`config.mk`:
```
export PLATFORM = sky130hd
export DESIGN_NAME = port_address_irq_decoder
export DESIGN_NICKNAME = d
export VERILOG_FILES = /design/src/pkg/decode_pkg.sv /design/src/rtl/port_address_irq_decoder.sv
export SDC_FILE = /design/constraint.sdc
export NUM_CORES = 1
export LEC_CHECK = 0
export BUFFER_PORTS_ARGS = -buffer_cell sky130_fd_sc_hd__buf_2
export CORE_MARGIN = 1
export CORE_UTILIZATION = 45
export DETAILED_ROUTE_END_ITERATION = 10
export GPL_ROUTABILITY_DRIVEN = 0
export PLACE_DENSITY = 0.68
export SYNTH_ARGS = -nofsm -noshare
export SYNTH_HDL_FRONTEND = slang
export SYNTH_SLANG_ARGS = --single-unit
```
`constraint.sdc`:
```
create_clock -name CLK_SYS -period 3.1 [get_ports CLK_SYS]
set_input_delay 0.775 -clock CLK_SYS [delete_from_list [all_inputs] [get_ports CLK_SYS]]
set_output_delay 0.775 -clock CLK_SYS [all_outputs]
set_load 0.05 [all_outputs]
```
`src/pkg/decode_pkg.sv`:
```
// constants for the port address and interrupt decoder
package decode_pkg;
  // ****************************************
  // ahb register map
  // ****************************************
  localparam logic [7:0]  OFS_STATUS = 8'h00;
  localparam logic [7:0]  OFS_MASK   = 8'h04;
  localparam logic [7:0]  OFS_INFO   = 8'h08;
  localparam logic [7:0]  OFS_CTRL   = 8'h0c;
  localparam int          EV_LOAD    = 0;
  localparam int          EV_EEWR    = 1;
  localparam int          EV_BADIRQ  = 2;
  localparam int          EV_BUSYACC = 3;
  localparam int          NEV        = 4;
  localparam logic [3:0]  MASK_RST   = 4'h0;
  // ****************************************
  // host i/o decode
  // ****************************************
  localparam logic [6:0]  CH_MIN     = 7'h20;
  localparam logic [5:0]  CTRL_MIN   = 6'h10;
  localparam logic [5:0]  HI_NONE    = 6'h00;
  localparam logic [5:0]  HI_SHARE   = 6'h01;
  localparam logic [3:0]  CO_IRQEN   = 4'h0;
  localparam logic [3:0]  CO_EEADDR  = 4'h1;
  localparam logic [3:0]  CO_EEDATA  = 4'h2;
  localparam logic [3:0]  CO_LOAD    = 4'h3;
  // ****************************************
  // config memory and irq levels
  // ****************************************
  localparam int          EE_DEPTH   = 16;
  localparam logic [3:0]  EE_CH_FIRST = 4'h1;
  localparam logic [3:0]  EE_IRQ     = 4'h9;
  localparam logic [7:0]  EE_CH_RST  = 8'h20;
  localparam logic [7:0]  EE_IRQ_RST = 8'h05;
  localparam int          NLEVEL     = 6;
  localparam logic [3:0]  IRQ_LEVEL [NLEVEL] = '{4'h2, 4'h3, 4'h5, 4'h7, 4'ha, 4'hb};
  // ****************************************
  // timing
  // ****************************************
  localparam int          CLK_PERIOD_NS = 25;
  localparam int          EE_WRITE_NS   = 2000000;
  localparam int          EE_WRITE_CYC  = (EE_WRITE_NS + CLK_PERIOD_NS - 1) / CLK_PERIOD_NS;
  typedef enum logic [0:0] {ST_IDLE = 1'b0, ST_LOAD = 1'b1} load_st_t;
endpackage

```
`src/rtl/port_address_irq_decoder.sv`:
```
// port address decode, shared interrupt routing and config load
//
// Design decisions made here: the AHB-Lite register port and the register offsets.
`timescale 1ns/10ps
// What this block does
// - shared interrupt goes only to level 2, 3, 5, 7, 10 or 11.
// - all channels share one host line, chosen by the stored irq entry.
// - control block and each channel decode own base within 100h to 3f8h.
// - control block base comes only from the six address jumpers.
// - channel bases and irq number come from registers loaded from memory.
// - sharing status address follows channel a base and moves with it.
// - channel byte matches a9..a3, eight addresses from byte times eight.
// - jumper missing means line must be 1, fitted means 0, a9..a4.
// - a3..a0 pick registers inside the block, not the block itself.
// - sharing status register sits at channel a base plus 400h.
// - control offsets 0..3: irq enable, mem address, mem data, load.
// - after reset the stored config is copied without host action.
// - port disable jumper blocks channel decode, control block still answers.
module port_address_irq_decoder #(
  parameter int NCH          = 8,
  parameter int EE_WRITE_CYC = decode_pkg::EE_WRITE_CYC
) (
  input  wire logic              CLK_SYS,
  input  wire logic              RST_N,
  input  wire logic              HSEL,
  input  wire logic [31:0]       HADDR,
  input  wire logic [1:0]        HTRANS,
  input  wire logic              HWRITE,
  input  wire logic [2:0]        HSIZE,
  input  wire logic [31:0]       HWDATA,
  input  wire logic              HREADY,
  output logic      [31:0]       HRDATA,
  output logic                   HREADYOUT,
  output logic                   HRESP,
  output logic                   IRQ,
  input  wire logic [15:0]       HOST_ADDR,
  input  wire logic              HOST_AEN,
  input  wire logic              HOST_IOW_N,
  input  wire logic              HOST_IOR_N,
  input  wire logic [7:0]        HOST_DIN,
  output logic      [7:0]        HOST_DOUT,
  output logic                   HOST_DOUT_OE,
  input  wire logic [5:0]        ADDR_JUMPER_FIT,
  input  wire logic              PORT_DISABLE_JUMPER,
  input  wire logic [NCH-1:0]    CH_IRQ,
  output logic      [NCH-1:0]    CH_SEL,
  output logic      [2:0]        CH_REG,
  output logic      [5:0]        HOST_IRQ
);
  localparam int CW = $clog2(EE_WRITE_CYC + 1);
  localparam logic [CW-1:0] EE_LAST = CW'(EE_WRITE_CYC - 1);
  localparam logic [3:0] LD_LAST = 4'(NCH);
  localparam int LOAD_MAX = NCH + 2;

  decode_pkg::load_st_t  st_q;
  logic [3:0]            ld_idx_q;
  logic [7:0]            ee_mem [decode_pkg::EE_DEPTH];
  logic [3:0]            ee_addr_q;
  logic [CW-1:0]         ee_cnt_q;
  logic                  ee_busy;
  logic [6:0]            ch_base_q [NCH];
  logic [3:0]            irq_num_q;
  logic                  irq_en_q;
  logic                  iow_prev_q;
  logic                  iow_fall;
  logic                  ctrl_hit;
  logic                  isr_hit;
  logic                  ctrl_wr;
  logic [3:0]            ctrl_ofs;
  logic                  load_req;
  logic                  irq_ok;
  logic                  ch_irq_any;
  localparam int NEV_W = decode_pkg::NEV;
  logic [NEV_W-1:0]      ev;
  logic [NEV_W-1:0]      stat_q;
  logic [NEV_W-1:0]      mask_q;
  logic                  ph_q;
  logic                  ph_wr_q;
  logic [7:0]            ph_ofs_q;
  logic                  ctrl_load;

  // ****************************************
  // host i/o decode
  // ****************************************
  assign iow_fall = !HOST_IOW_N && iow_prev_q;
  assign ctrl_hit = !HOST_AEN && HOST_ADDR[15:10] == decode_pkg::HI_NONE
                    && HOST_ADDR[9:4] == ~ADDR_JUMPER_FIT
                    && ~ADDR_JUMPER_FIT >= decode_pkg::CTRL_MIN;
  assign isr_hit = !HOST_AEN && !PORT_DISABLE_JUMPER
                   && HOST_ADDR[15:10] == decode_pkg::HI_SHARE
                   && HOST_ADDR[9:3] == ch_base_q[0]
                   && ch_base_q[0] >= decode_pkg::CH_MIN;
  assign ctrl_ofs = HOST_ADDR[3:0];
  assign ctrl_wr  = ctrl_hit && iow_fall;
  assign CH_REG   = HOST_ADDR[2:0];

  generate
    for (genvar c = 0; c < NCH; c++) begin : g_ch
      assign CH_SEL[c] = !HOST_AEN && !PORT_DISABLE_JUMPER
                         && HOST_ADDR[15:10] == decode_pkg::HI_NONE
                         && HOST_ADDR[9:3] == ch_base_q[c]
                         && ch_base_q[c] >= decode_pkg::CH_MIN;
    end
  endgenerate

  always_ff @(posedge CLK_SYS or negedge RST_N) begin
    if (!RST_N) begin
      iow_prev_q <= 1'b1;
    end else begin
      iow_prev_q <= HOST_IOW_N;
    end
  end

  // sharing status: one bit per channel interrupt
  assign HOST_DOUT_OE = isr_hit && !HOST_IOR_N;
  always_ff @(posedge CLK_SYS or negedge RST_N) begin
    if (!RST_N) begin
      HOST_DOUT <= 8'h00;
    end else begin
      HOST_DOUT <= 8'(CH_IRQ);
    end
  end

  // ****************************************
  // control block and config memory
  // ****************************************
  assign ee_busy = ee_cnt_q != '0;
  always_ff @(posedge CLK_SYS or negedge RST_N) begin
    if (!RST_N) begin
      ee_addr_q <= 4'h0;
      ee_cnt_q  <= '0;
      for (int i = 0; i < decode_pkg::EE_DEPTH; i++) begin
        ee_mem[i] <= 8'h00;
      end
      for (int i = 0; i < NCH; i++) begin
        ee_mem[decode_pkg::EE_CH_FIRST + 4'(i)] <= decode_pkg::EE_CH_RST + 8'(i);
      end
      ee_mem[decode_pkg::EE_IRQ] <= decode_pkg::EE_IRQ_RST;
    end else begin
      if (ee_busy) begin
        ee_cnt_q <= ee_cnt_q - 1'b1;
      end
      // writes during the memory's busy time are dropped, not queued
      if (ctrl_wr && !ee_busy && ctrl_ofs == decode_pkg::CO_EEADDR) begin
        ee_addr_q <= HOST_DIN[3:0];
      end
      if (ctrl_wr && !ee_busy && ctrl_ofs == decode_pkg::CO_EEDATA) begin
        ee_mem[ee_addr_q] <= HOST_DIN;
        ee_cnt_q          <= EE_LAST;
      end
    end
  end

  // irq enable: explicit command, or first write into any channel
  always_ff @(posedge CLK_SYS or negedge RST_N) begin
    if (!RST_N) begin
      irq_en_q <= 1'b0;
    end else if (iow_fall && ((ctrl_hit && !ee_busy && ctrl_ofs == decode_pkg::CO_IRQEN)
                 || |CH_SEL)) begin
      irq_en_q <= 1'b1;
    end
  end

  // ****************************************
  // load of decode registers
  // ****************************************
  assign load_req = (ctrl_wr && ctrl_ofs == decode_pkg::CO_LOAD || ctrl_load) && !ee_busy;
  always_ff @(posedge CLK_SYS or negedge RST_N) begin
    if (!RST_N) begin
      st_q     <= decode_pkg::ST_LOAD;
      ld_idx_q <= 4'h0;
    end else begin
      case (st_q)
        decode_pkg::ST_IDLE: begin
          if (load_req) begin
            st_q     <= decode_pkg::ST_LOAD;
            ld_idx_q <= 4'h0;
          end
        end
        decode_pkg::ST_LOAD: begin
          if (ld_idx_q == LD_LAST) begin
            st_q <= decode_pkg::ST_IDLE;
          end
          ld_idx_q <= ld_idx_q + 4'h1;
        end
        default: begin
          st_q <= decode_pkg::ST_IDLE;
        end
      endcase
    end
  end

  always_ff @(posedge CLK_SYS or negedge RST_N) begin
    if (!RST_N) begin
      irq_num_q <= 4'h0;
      for (int i = 0; i < NCH; i++) begin
        ch_base_q[i] <= 7'h00;
      end
    end else if (st_q == decode_pkg::ST_LOAD) begin
      if (ld_idx_q == LD_LAST) begin
        irq_num_q <= ee_mem[decode_pkg::EE_IRQ][3:0];
      end else begin
        ch_base_q[ld_idx_q[2:0]] <= ee_mem[decode_pkg::EE_CH_FIRST + ld_idx_q][6:0];
      end
    end
  end

  // ****************************************
  // interrupt routing
  // ****************************************
  assign ch_irq_any = |CH_IRQ;
  generate
    for (genvar l = 0; l < decode_pkg::NLEVEL; l++) begin : g_lvl
      // unsupported numbers match no level and leave every line quiet
      assign HOST_IRQ[l] = irq_en_q && ch_irq_any
                           && irq_num_q == decode_pkg::IRQ_LEVEL[l];
    end
  endgenerate
  // judged on the number alone, so a line driven for a bad number is caught
  assign irq_ok = irq_num_q inside
                  {decode_pkg::IRQ_LEVEL[0], decode_pkg::IRQ_LEVEL[1],
                   decode_pkg::IRQ_LEVEL[2], decode_pkg::IRQ_LEVEL[3],
                   decode_pkg::IRQ_LEVEL[4], decode_pkg::IRQ_LEVEL[5]};

  // ****************************************
  // ahb-lite registers and events
  // ****************************************
  always_comb begin
    ev                        = '0;
    ev[decode_pkg::EV_LOAD]   = st_q == decode_pkg::ST_LOAD && ld_idx_q == LD_LAST;
    ev[decode_pkg::EV_EEWR]   = ee_cnt_q == CW'(1);
    ev[decode_pkg::EV_BADIRQ] = ev[decode_pkg::EV_LOAD] && !(ee_mem[decode_pkg::EE_IRQ][3:0]
                                inside {decode_pkg::IRQ_LEVEL[0], decode_pkg::IRQ_LEVEL[1],
                                decode_pkg::IRQ_LEVEL[2], decode_pkg::IRQ_LEVEL[3],
                                decode_pkg::IRQ_LEVEL[4], decode_pkg::IRQ_LEVEL[5]});
    ev[decode_pkg::EV_BUSYACC] = ctrl_wr && ee_busy;
  end

  assign HREADYOUT = 1'b1;
  assign HRESP     = 1'b0;
  assign IRQ       = |(stat_q & mask_q);
  assign ctrl_load = ph_q && ph_wr_q && ph_ofs_q == decode_pkg::OFS_CTRL && HWDATA[0];

  always_ff @(posedge CLK_SYS or negedge RST_N) begin
    if (!RST_N) begin
      ph_q     <= 1'b0;
      ph_wr_q  <= 1'b0;
      ph_ofs_q <= 8'h00;
      HRDATA   <= 32'h0000_0000;
    end else begin
      ph_q <= HSEL && HREADY && HTRANS[1];
      if (HSEL && HREADY && HTRANS[1]) begin
        ph_wr_q  <= HWRITE;
        ph_ofs_q <= HADDR[7:0];
        case (HADDR[7:0])
          decode_pkg::OFS_STATUS: HRDATA <= 32'(stat_q);
          decode_pkg::OFS_MASK:   HRDATA <= 32'(mask_q);
          decode_pkg::OFS_INFO:   HRDATA <= {16'h0000, 1'b0, irq_en_q, ee_busy,
                                             st_q == decode_pkg::ST_LOAD, irq_num_q,
                                             1'b0, ch_base_q[0]};
          default:                HRDATA <= 32'h0000_0000;
        endcase
      end
    end
  end

  always_ff @(posedge CLK_SYS or negedge RST_N) begin
    if (!RST_N) begin
      stat_q <= '0;
      mask_q <= decode_pkg::MASK_RST;
    end else begin
      // a new event in the clearing cycle stays set
      if (ph_q && ph_wr_q && ph_ofs_q == decode_pkg::OFS_STATUS) begin
        stat_q <= (stat_q & ~HWDATA[NEV_W-1:0]) | ev;
      end else begin
        stat_q <= stat_q | ev;
      end
      if (ph_q && ph_wr_q && ph_ofs_q == decode_pkg::OFS_MASK) begin
        mask_q <= HWDATA[NEV_W-1:0];
      end
    end
  end
endmodule
```
# ---- Word level (Yosys, flattened, before mapping)
# Cells that the tools add are included.
dict set report totals {
  regBits 274
  wordCells 189
  inputBits 116
  out_inout_bits 61
}
dict set report classes {
  n_eq_ne 32
  muxes 18
  addsub 2
  n_bitwise 11
  magnitude_cmp 14
  n_reduce_logical 74
}
# op count
set op_table {}
lappend op_table {{$bwmux 128} 1}
lappend op_table {{$bwmux 56} 1}
lappend op_table {{$eq 7x7->1} 8}
lappend op_table {{$ge 7x6->1 const B} 8}
lappend op_table {{$logic_and 1x1->1} 54}
lappend op_table {{$pmux 15 s3} 1}
lappend op_table {{$mux 17} 2}
lappend op_table {{$bmux 8 s4} 1}
lappend op_table {{$demux 8 s4} 1}
lappend op_table {{$eq 4x2->1 const B} 6}
lappend op_table {{$demux 7 s3} 1}
lappend op_table {{$mux 7} 3}
lappend op_table {{$eq 4x4->1 const B} 5}
lappend op_table {{$eq 17x1->1 const B} 1}
lappend op_table {{$reduce_bool 17->1} 1}
lappend op_table {{$sub 17x1->17 const B} 1}
lappend op_table {{$eq 4x3->1 const B} 4}
lappend op_table {{$eq 8x3->1 const B} 2}
lappend op_table {{$eq 8x4->1 const B} 2}
lappend op_table {{$logic_not 8->1} 2}
lappend op_table {{$reduce_or 8->1} 2}
lappend op_table {{$ge 5x5->1 const B} 2}
lappend op_table {{$not 4->5} 2}
lappend op_table {{$and 4x4->4} 2}
lappend op_table {{other kinds (27)} 38}

# ---- Longest topological paths before layout
# Gate-level depths: netlist of run 1.
dict set report logic_depth {
  depth_word 10
  depth_mapped 11
  ltp_nobuf 8
}

# ---- Worst setup path after synthesis of run 1
# Ideal clock, no wire load.
dict set report synth_timing {
  path_kind {in2out}
  from {input HOST_ADDR[3]}
  to {output HOST_DOUT_OE}
  path_buffers 1
  cell_stages 5
  path_slack_ps -1026
  t_arrival_ps 3351
  path_cell_list {buf_1 -> xnor2_1 -> nand4_1 -> or4_1 -> nor4_1}
}
dict set report synth_via {
  elab_chain_len 4
}
# item line_no
set synth_rtl {}
lappend synth_rtl {{start, declared} port_address_irq_decoder.sv:36} ;# input wire logic [15:0] HOST_ADDR,
lappend synth_rtl {{$eq 7x7->1} port_address_irq_decoder.sv:91} ;# && HOST_ADDR[9:3] == ch_base_q[0]
lappend synth_rtl {{$logic_and 1x1->1} port_address_irq_decoder.sv:91}
lappend synth_rtl {{$logic_and 1x1->1} port_address_irq_decoder.sv:92} ;# && ch_base_q[0] >= decode_pkg::CH_MIN;
lappend synth_rtl {{$logic_and 1x1->1} port_address_irq_decoder.sv:115} ;# assign HOST_DOUT_OE = isr_hit && !HOST_IOR_N;
lappend synth_rtl {{end, declared} port_address_irq_decoder.sv:42} ;# output logic HOST_DOUT_OE,
# Every way passes these cells.

# ---- Final worst setup path of run 1
dict set report layout_timing {
  from {input HOST_ADDR[6]}
  to {output CH_SEL[7]}
}
dict set report layout_via {
  elab_chain_len 3
}
# item line_no
set layout_rtl {}
lappend layout_rtl {{$eq 7x7->1} port_address_irq_decoder.sv:101} ;# && HOST_ADDR[9:3] == ch_base_q[c]
lappend layout_rtl {{$logic_and 1x1->1} port_address_irq_decoder.sv:101}
lappend layout_rtl {{$logic_and 1x1->1} port_address_irq_decoder.sv:102} ;# && ch_base_q[c] >= decode_pkg::CH_MIN;
lappend layout_rtl {{end, declared} port_address_irq_decoder.sv:46} ;# output logic [NCH-1:0] CH_SEL,
# Every way passes these cells.

==> summary.txt, run 1 <==
STA
  – Actual slew at the worst max-slew pin: 0.759 ns
  – RSZ-0062 raised after global routing: no
  – Hold Vio Cnt, Final: 0
  – Final worst slack: about 0.086 ns
  – Setup TNS: 0 ns
  – Slew HR: 49.4%
  – Final Setup Violations: 0
  – Tmin final: between 3 and 4 ns
  – Final period util: between 90 and 100%
  – Maximum clock rate: between 300 and 400 MHz
  – Slew Limit Fails: 0
  – Final Skew: ~0.022 ns

Critical path
  – CP endpoint kind: primary output
  – CP bufs+invs: 3
  – R2R setup slack: between 0.3 and 0.4 ns
  – Reg2reg path depth: 12
  – Worst Path Arrival: 2.24 ns
  – Worst-path cell chain: buf_2 -> buf_4 -> xor2_1 -> nor3_1 -> nand3_1 -> nor3_2 -> buf_2
  – CP top delay family: simple AND/OR/NAND/NOR gates
  – Most Frequent Cell on Critical Path: buf_2
  – Startpoint Class: input port
  – WS Path Type: in2out
  – Worst r2r src: ee_cnt_q[0]
  – Crit Reg-Reg Endpoint: ee_mem[110]
  – CP max stage cell: nor3_1
  – Crit Path Max Fanout: 5
  – CP required: 2.32 ns
  – Slowest stage delay, CP: 0.29 ns

Yosys
  – Ys Warns: 0
  – Cell taking the most area after synthesis: dfrtp_1
  – Synth top cells by count: dfrtp_1, mux2_2, nand2_1, o21ai_0, xnor2_1
  – Synth cell types: 57
  – Count leader, synth: dfrtp_1
  – Seq/Total Area, Yosys: 53.1%
  – Register bit total from synthesis: 240
  – Synthesized area: 11400 um2
  – Asr flop ratio synth: 100%
  – Top post-synthesis cells by area: dfrtp_1, mux2_2, dfstp_2
  – Dominant synthesized flop cell: dfrtp_1
  – Post-synth top area share: 47.6%
  – Number of synthesized flops with an enable pin: 0
  – Post-Syn Instances: 946
  – Avg Inst Size Synth: 12.0 um2

Floorplan
  – Core area: 24500 um2
  – Die height: approximately 160 um
  – Die X: 161 um
  – FP Rows: 57
  – DIE AREA: 25900 um2
  – Initial Util: between 40% and 50%
  – I/O pin count: 177

Clock network
  – Max clock buf depth: 3
  – Clk_lat worst skew: about 0.53 ns
  – Cts hold-fix bufs: 0
  – Htree depth: 1
  – Cts bufs inserted: 25
  – CTS tree: built
  – CTS sink count: 240
  – Clk slew on worst S/H paths: 0.06 ns
  – Clock root cell: clkbuf_16

GRT
  – First-pass GRT wire length: 43.1 mm
  – Total grt overflow: 0
  – Global-route usage over all layers: roughly a fifth
  – Pin count of the biggest net entering global routing: 96
  – Vias in the first global route: 7908
  – Initial antenna violation count: 1

Final layout
  – Synthesis-to-finish area growth: 19.9%
  – Non-filler cells, final: 1434
  – Fin util: between 50 and 60%
  – Post-Layout Inst Area: roughly 14000 um2
  – Filler instances: about 2100
  – Final Net Count: 1211
  – Layout cells sized above 1: 38.3%

Routing
  – DR iter-0 viols: roughly 400
  – Vias per Instance: roughly 5.4
  – Vias: roughly 7700
  – DR pass1 iterations: 5
  – Antenna viol nets, final: 0
  – WL final: roughly 26 mm
  – Wirelength per Cell: 18.4 um
  – # DRC: 0

Power and ir drop
  – Static Leak: 6.18 nW
  – Internal Power: 4.87 mW
  – Gate power share: 5.8%
  – Psw: about 1.5 mW
  – P per Cell Area: roughly 470 nW/um2
  – Flop pwr share: 50.3%
  – Clock power frac: 43.9%
  – Switching Share: 23.1%
  – Maximum VDD drop: 0.000460 V

Placement
  – Place WS: -0.439 ns
  – Dpl cells: 1386
  – IO Port Bufs: 99
  – Post-DP HPWL: roughly 18 mm
  – Dpl cell area: 12800 um2

Job
  – Max Cap Viol: 0

Hold path
  – Worst hold-check path type: in2async

Run status
  – Status: finished clean
==> repair_timing <==
action,4_1_cts,5_1_grt
setup endpoints to repair,0,13
setup buffers,0,1
resized for setup,0,5
==> cells in the final DEF, fill, tap and decap left out, drive strengths merged, types with 12 or more instances in the layout <==
cell type,netlist,layout
nand3,23,23
mux2,137,137
mux4,28,28
buf,41,165
clkbuf,25,42
nor2,36,36
o21ai,74,74
a21oi,13,13
nand2,117,117
conb,2,20
xor2,30,30
nor3b,12,12
inv,12,13
dfstp,24,24
dfrtp,216,216
nor4,15,15
a22o,15,15
nor3,24,24
xnor2,38,38
==> final cells by class <==
class / instances / area, um2 / share of cell area (%)
Tap cell: 324 / 405 / 2.98
Sequential cell: 240 / 6040 / 44.3
Antenna cell: 1 / 2.50 / 0.0184
Clock inverter: 4 / 23.8 / 0.175
Multi-Input combinational cell: 646 / 5200 / 38.2
Clock buffer: 42 / 729 / 5.36
Timing Repair Buffer: 165 / 1180 / 8.65
Inverter: 12 / 45.0 / 0.331
==> how the worst max path moves through the flow <==
| stage | startpoint | to | depth (start not counted) | slack [ns] |
|---|---|---|---|---|
| 2_1_floorplan | HOST_ADDR[3] | HOST_DOUT_OE | 5 | -0.20 |
| 3_3_place_gp | HOST_ADDR[13] | ee_mem[36] | 10 | -0.39 |
| 3_5_place_dp | HOST_ADDR[13] | ee_mem[33] | 10 | -0.44 |
| 4_1_cts | ch_base_q[49] | HOST_DOUT_OE | 5 | 0.02 |
| 5_1_grt | HOST_ADDR[6] | CH_SEL[4] | 7 | 0.007 |
| 6_report | HOST_ADDR[6] | CH_SEL[7] | 7 | 0.09 |
==> routing by layer <==
metal  vias up  track usage (%)  share of wire [%]
met5         -                0                  0
met4         0             4.93                1.8
met3        37             3.25                4.6
met2       188             34.5                 47
met1      3839             29.5                 47
li1       3617                -                  -
==> registers in the layout (all words and copies together) (netlist names), 4 cells and up <==
| signal | count |
|---|---|
| HOST_DOUT | 8 |
| HRDATA | 14 |
| ch_base_q | 56 |
| ee_addr_q | 4 |
| ee_cnt_q | 17 |
| ee_mem | 112 |
| irq_num_q | 4 |
| ld_idx_q | 4 |
| mask_q | 4 |
| ph_ofs_q | 8 |
| stat_q | 4 |
==> power groups by stage <==
stage | combinational, mW | sequential, mW | clock [mW]
final | 0.367 | 3.19 | 2.78
after global routing | 0.401 | 3.19 | 2.97
after floorplan | 0.189 | 3.26 | 0
after detailed placement | 0.371 | 3.24 | 0
after CTS | 0.372 | 3.19 | 2.86
after global placement | 0.365 | 3.24 | 0
==> cells by family after synthesis <==
logic type / share of synthesized area [%]
and+or+nand+nor: 12.3
DFF: 53.1
muxes: 19.5
AOI/OAI and AO/OA: 5.87
buffers and inverters: 3.40
xor gates and xnor gates: 5.24
adders and majority gates: 0.551
other: 0.0661
==> metrics by stage <==
stage / power (mW) / hold slack [ns]
after global placement: 3.60 / 0.461
after floorplan: 3.45 / 0.443
after global routing: 6.56 / 0.311
after CTS: 6.41 / 0.297
after detailed placement: 3.61 / 0.466
final: 6.34 / 0.247
Power figures use the tool's default switching activity.
==> run 2: changes to the inputs <==
- BUFFER_PORTS_ARGS: -buffer_cell sky130_fd_sc_hd__buf_2 -> -buffer_cell sky130_fd_sc_hd__buf_4
- RECOVER_POWER: unset -> 25
==> summary.txt, run 2 (synthesis gave the netlist of run 1 again) <==
STA
  – Hold Vio Cnt, Final: 0 (unchanged)
  – RSZ-0062 raised after global routing: no
  – Slew HR: -39.4% (-89 points)
  – Hold_ws: 0.355 ns (+0.108 ns)
  – Final worst slack: 0.118 ns (+0.0326 ns)
  – Final period util: 96.2% (-1.1 points)
  – Maximum clock rate: 335 MHz (+1.1%)
  – Tmin final: 2.98 ns (-0.0326 ns)
  – Slew Limit Fails: 83 (+83)
  – Actual slew at the worst max-slew pin: 2.09 ns (+1.33 ns)
  – Final Skew: 0.0211 ns (-0.00117 ns)
  – Setup TNS: 0 ns (unchanged)
  – Final Setup Violations: 0 (unchanged)

GRT
  – Vias in the first global route: 7999 (+1.2%)
  – First-pass GRT wire length: 43.7 mm (+1.4%)
  – Initial antenna violation count: 0 (-1)
  – GR Layer Usage met2: 34.4% (-0.12 points)
  – Met3 usage: 3.23% (-0.026 points)
  – Global-route usage over all layers: 21.3% (+0.18 points)
  – GR Util met1: 30.6% (+1.0 points)
  – Pin count of the biggest net entering global routing: 84 (-13%)
  – Total grt overflow: 0 (unchanged)
  – Top Usage Layer GRT: met2

Routing
  – WL final: 26.5 mm (+0.63%)
  – DR iter-0 viols: 432 (+9.9%)
  – Vias per Instance: 5.41 (+0.92%)
  – Antenna viol nets, final: 0 (unchanged)
  – Vias: 7719 (+0.49%)
  – Wirelength per Cell: 18.5 um (+1.1%)
  – # DRC: 0 (unchanged)
  – DR pass1 iterations: 4 (-1)

Floorplan
  – Core area: 24500 um2 (unchanged)
  – FP Rows: 57 (unchanged)
  – I/O pin count: 177 (unchanged)
  – Die height: 161 um (unchanged)
  – Die X: 161 um (unchanged)
  – Initial Util: 46.3% (unchanged)
  – DIE AREA: 25900 um2 (unchanged)

Critical path
  – CP max stage cell: or4_1
  – Worst-path cell chain: xnor2_1 -> nand4_1 -> or4_1 -> nor4_4 -> buf_4
  – Reg2reg path depth: 10 (-2)
  – CP required: 2.32 ns (about the same)
  – Crit Path Max Fanout: 3 (-2)
  – CP top delay family: simple AND/OR/NAND/NOR gates
  – CP bufs+invs: 1 (-2)
  – Crit path depth: 5 (-2)
  – CP endpoint kind: primary output
  – Startpoint Class: register
  – WS Path Type: reg2out
  – Worst Path Arrival: 2.21 ns (-0.03 ns)
  – Slowest stage delay, CP: 0.50 ns (+0.21 ns)

Run status
  – Status: finished, violations left
  – Failing checks: max-capacitance violations, max-slew violations

Clock network
  – Max clock buf depth: 3 (unchanged)
  – Cts hold-fix bufs: 0 (unchanged)
  – Cts bufs inserted: 26 (+4.0%)
  – Clk_lat worst skew: 0.54 ns (about the same)
  – CTS sink count: 240 (unchanged)
  – Clock root cell: clkbuf_16
  – Htree depth: 1 (unchanged)
  – Post_cts resized: 0 (unchanged)
  – Clk slew on worst S/H paths: 0.06 ns (about the same)
  – CTS tree: built
  – Post-CTS Setup Inserts: 0 (unchanged)

Job
  – Max Cap Viol: 1 (+1)

Final layout
  – Largest Register: ee_mem
  – Synthesis-to-finish area growth: 22.8%
  – Commonest non-fill, non-tap cell in the layout: dfrtp_1
  – Final Net Count: 1205 (-0.50%)
  – Layout cells sized above 1: 38.7% (+0.35 points)
  – Top flop regs: ee_mem x112, ch_base_q x56, ee_cnt_q x17
  – Antenna diodes: 0 (-1)
  – Most frequent cells in the layout: dfrtp_1, buf_4, mux2_2
  – Non-filler cells, final: 1428 (-0.42%)
  – Max reg flops: 112 (unchanged)

Placement
  – Post-DP HPWL: 18.2 mm (-1.1%)
  – Place WS: -0.320 ns (+0.119 ns)
  – Dpl cells: 1380 (-0.43%)
  – IO Port Bufs: 99 (unchanged)

Power and ir drop
  – Static Leak: 6.27 nW (+1.5%)
  – Maximum VDD drop: 0.000516 V (+12%)
  – Final Power: 7.09 mW (+12%)
  – P per Cell Area: 508 nW/um2 (+9.3%)

Hold path
  – WHS Path Cells: 1
  – Worst hold-check path type: in2reg
[run 2: final timing paths]
kind | end | from | slack [ns]
setup / recovery | HOST_DOUT_OE | ch_base_q[49] | 0.12
hold / removal | iow_prev_q | HOST_IOW_N | 0.35
setup reg to reg | ee_mem[116] | ee_cnt_q[0] | 0.27
hold reg to reg | ee_cnt_q[15] | ee_cnt_q[15] | 0.47
max in group asynchronous | ee_mem[56] | RST_N | 0.75
min in group asynchronous | ph_ofs_q[6] | RST_N | 0.82
[run 2: worst reg2reg max path: stages, from the launching register on]
cell     delay [ns]
dfrtp_1        0.42
inv_1          0.11
ha_1           0.15
nor4b_1        0.42
nand4_1        0.27
nor3_4         0.32
nand4_4        0.15
buf_4          0.18
nor3b_4        0.22
buf_12         0.17
mux2_4         0.30
[run 2: per-stage QoR]
stage                     util [%]  cell area [um2]
after floorplan                  -            11600
after global placement        52.8            13000
after detailed placement      52.8            13000
after CTS                     56.9            14000
after global routing          56.9            13900
final                         56.9            13900
[run 2: cell type report]
type,instances,area (um2)
fill,2060,10600
timing repair buffer,158,1270
tap,324,405
clock inverter,16,278
inverter,12,45.0
sequential,240,6040
multi-input combinational,646,5190
clock buffer,32,723
[run 2: metal layers]
| layer | wire (um) | vias up |
|---|---|---|
| li1 | - | 3599 |
| met1 | 12200 | 3921 |
| met2 | 12700 | 165 |
| met3 | 1160 | 34 |
| met4 | 394 | 0 |
| met5 | 0 | - |
[run 2: power by group]
part           internal (mW)  switching (mW)
Clock                   2.24            1.29
Sequential              3.17          0.0184
Combinational          0.118           0.253
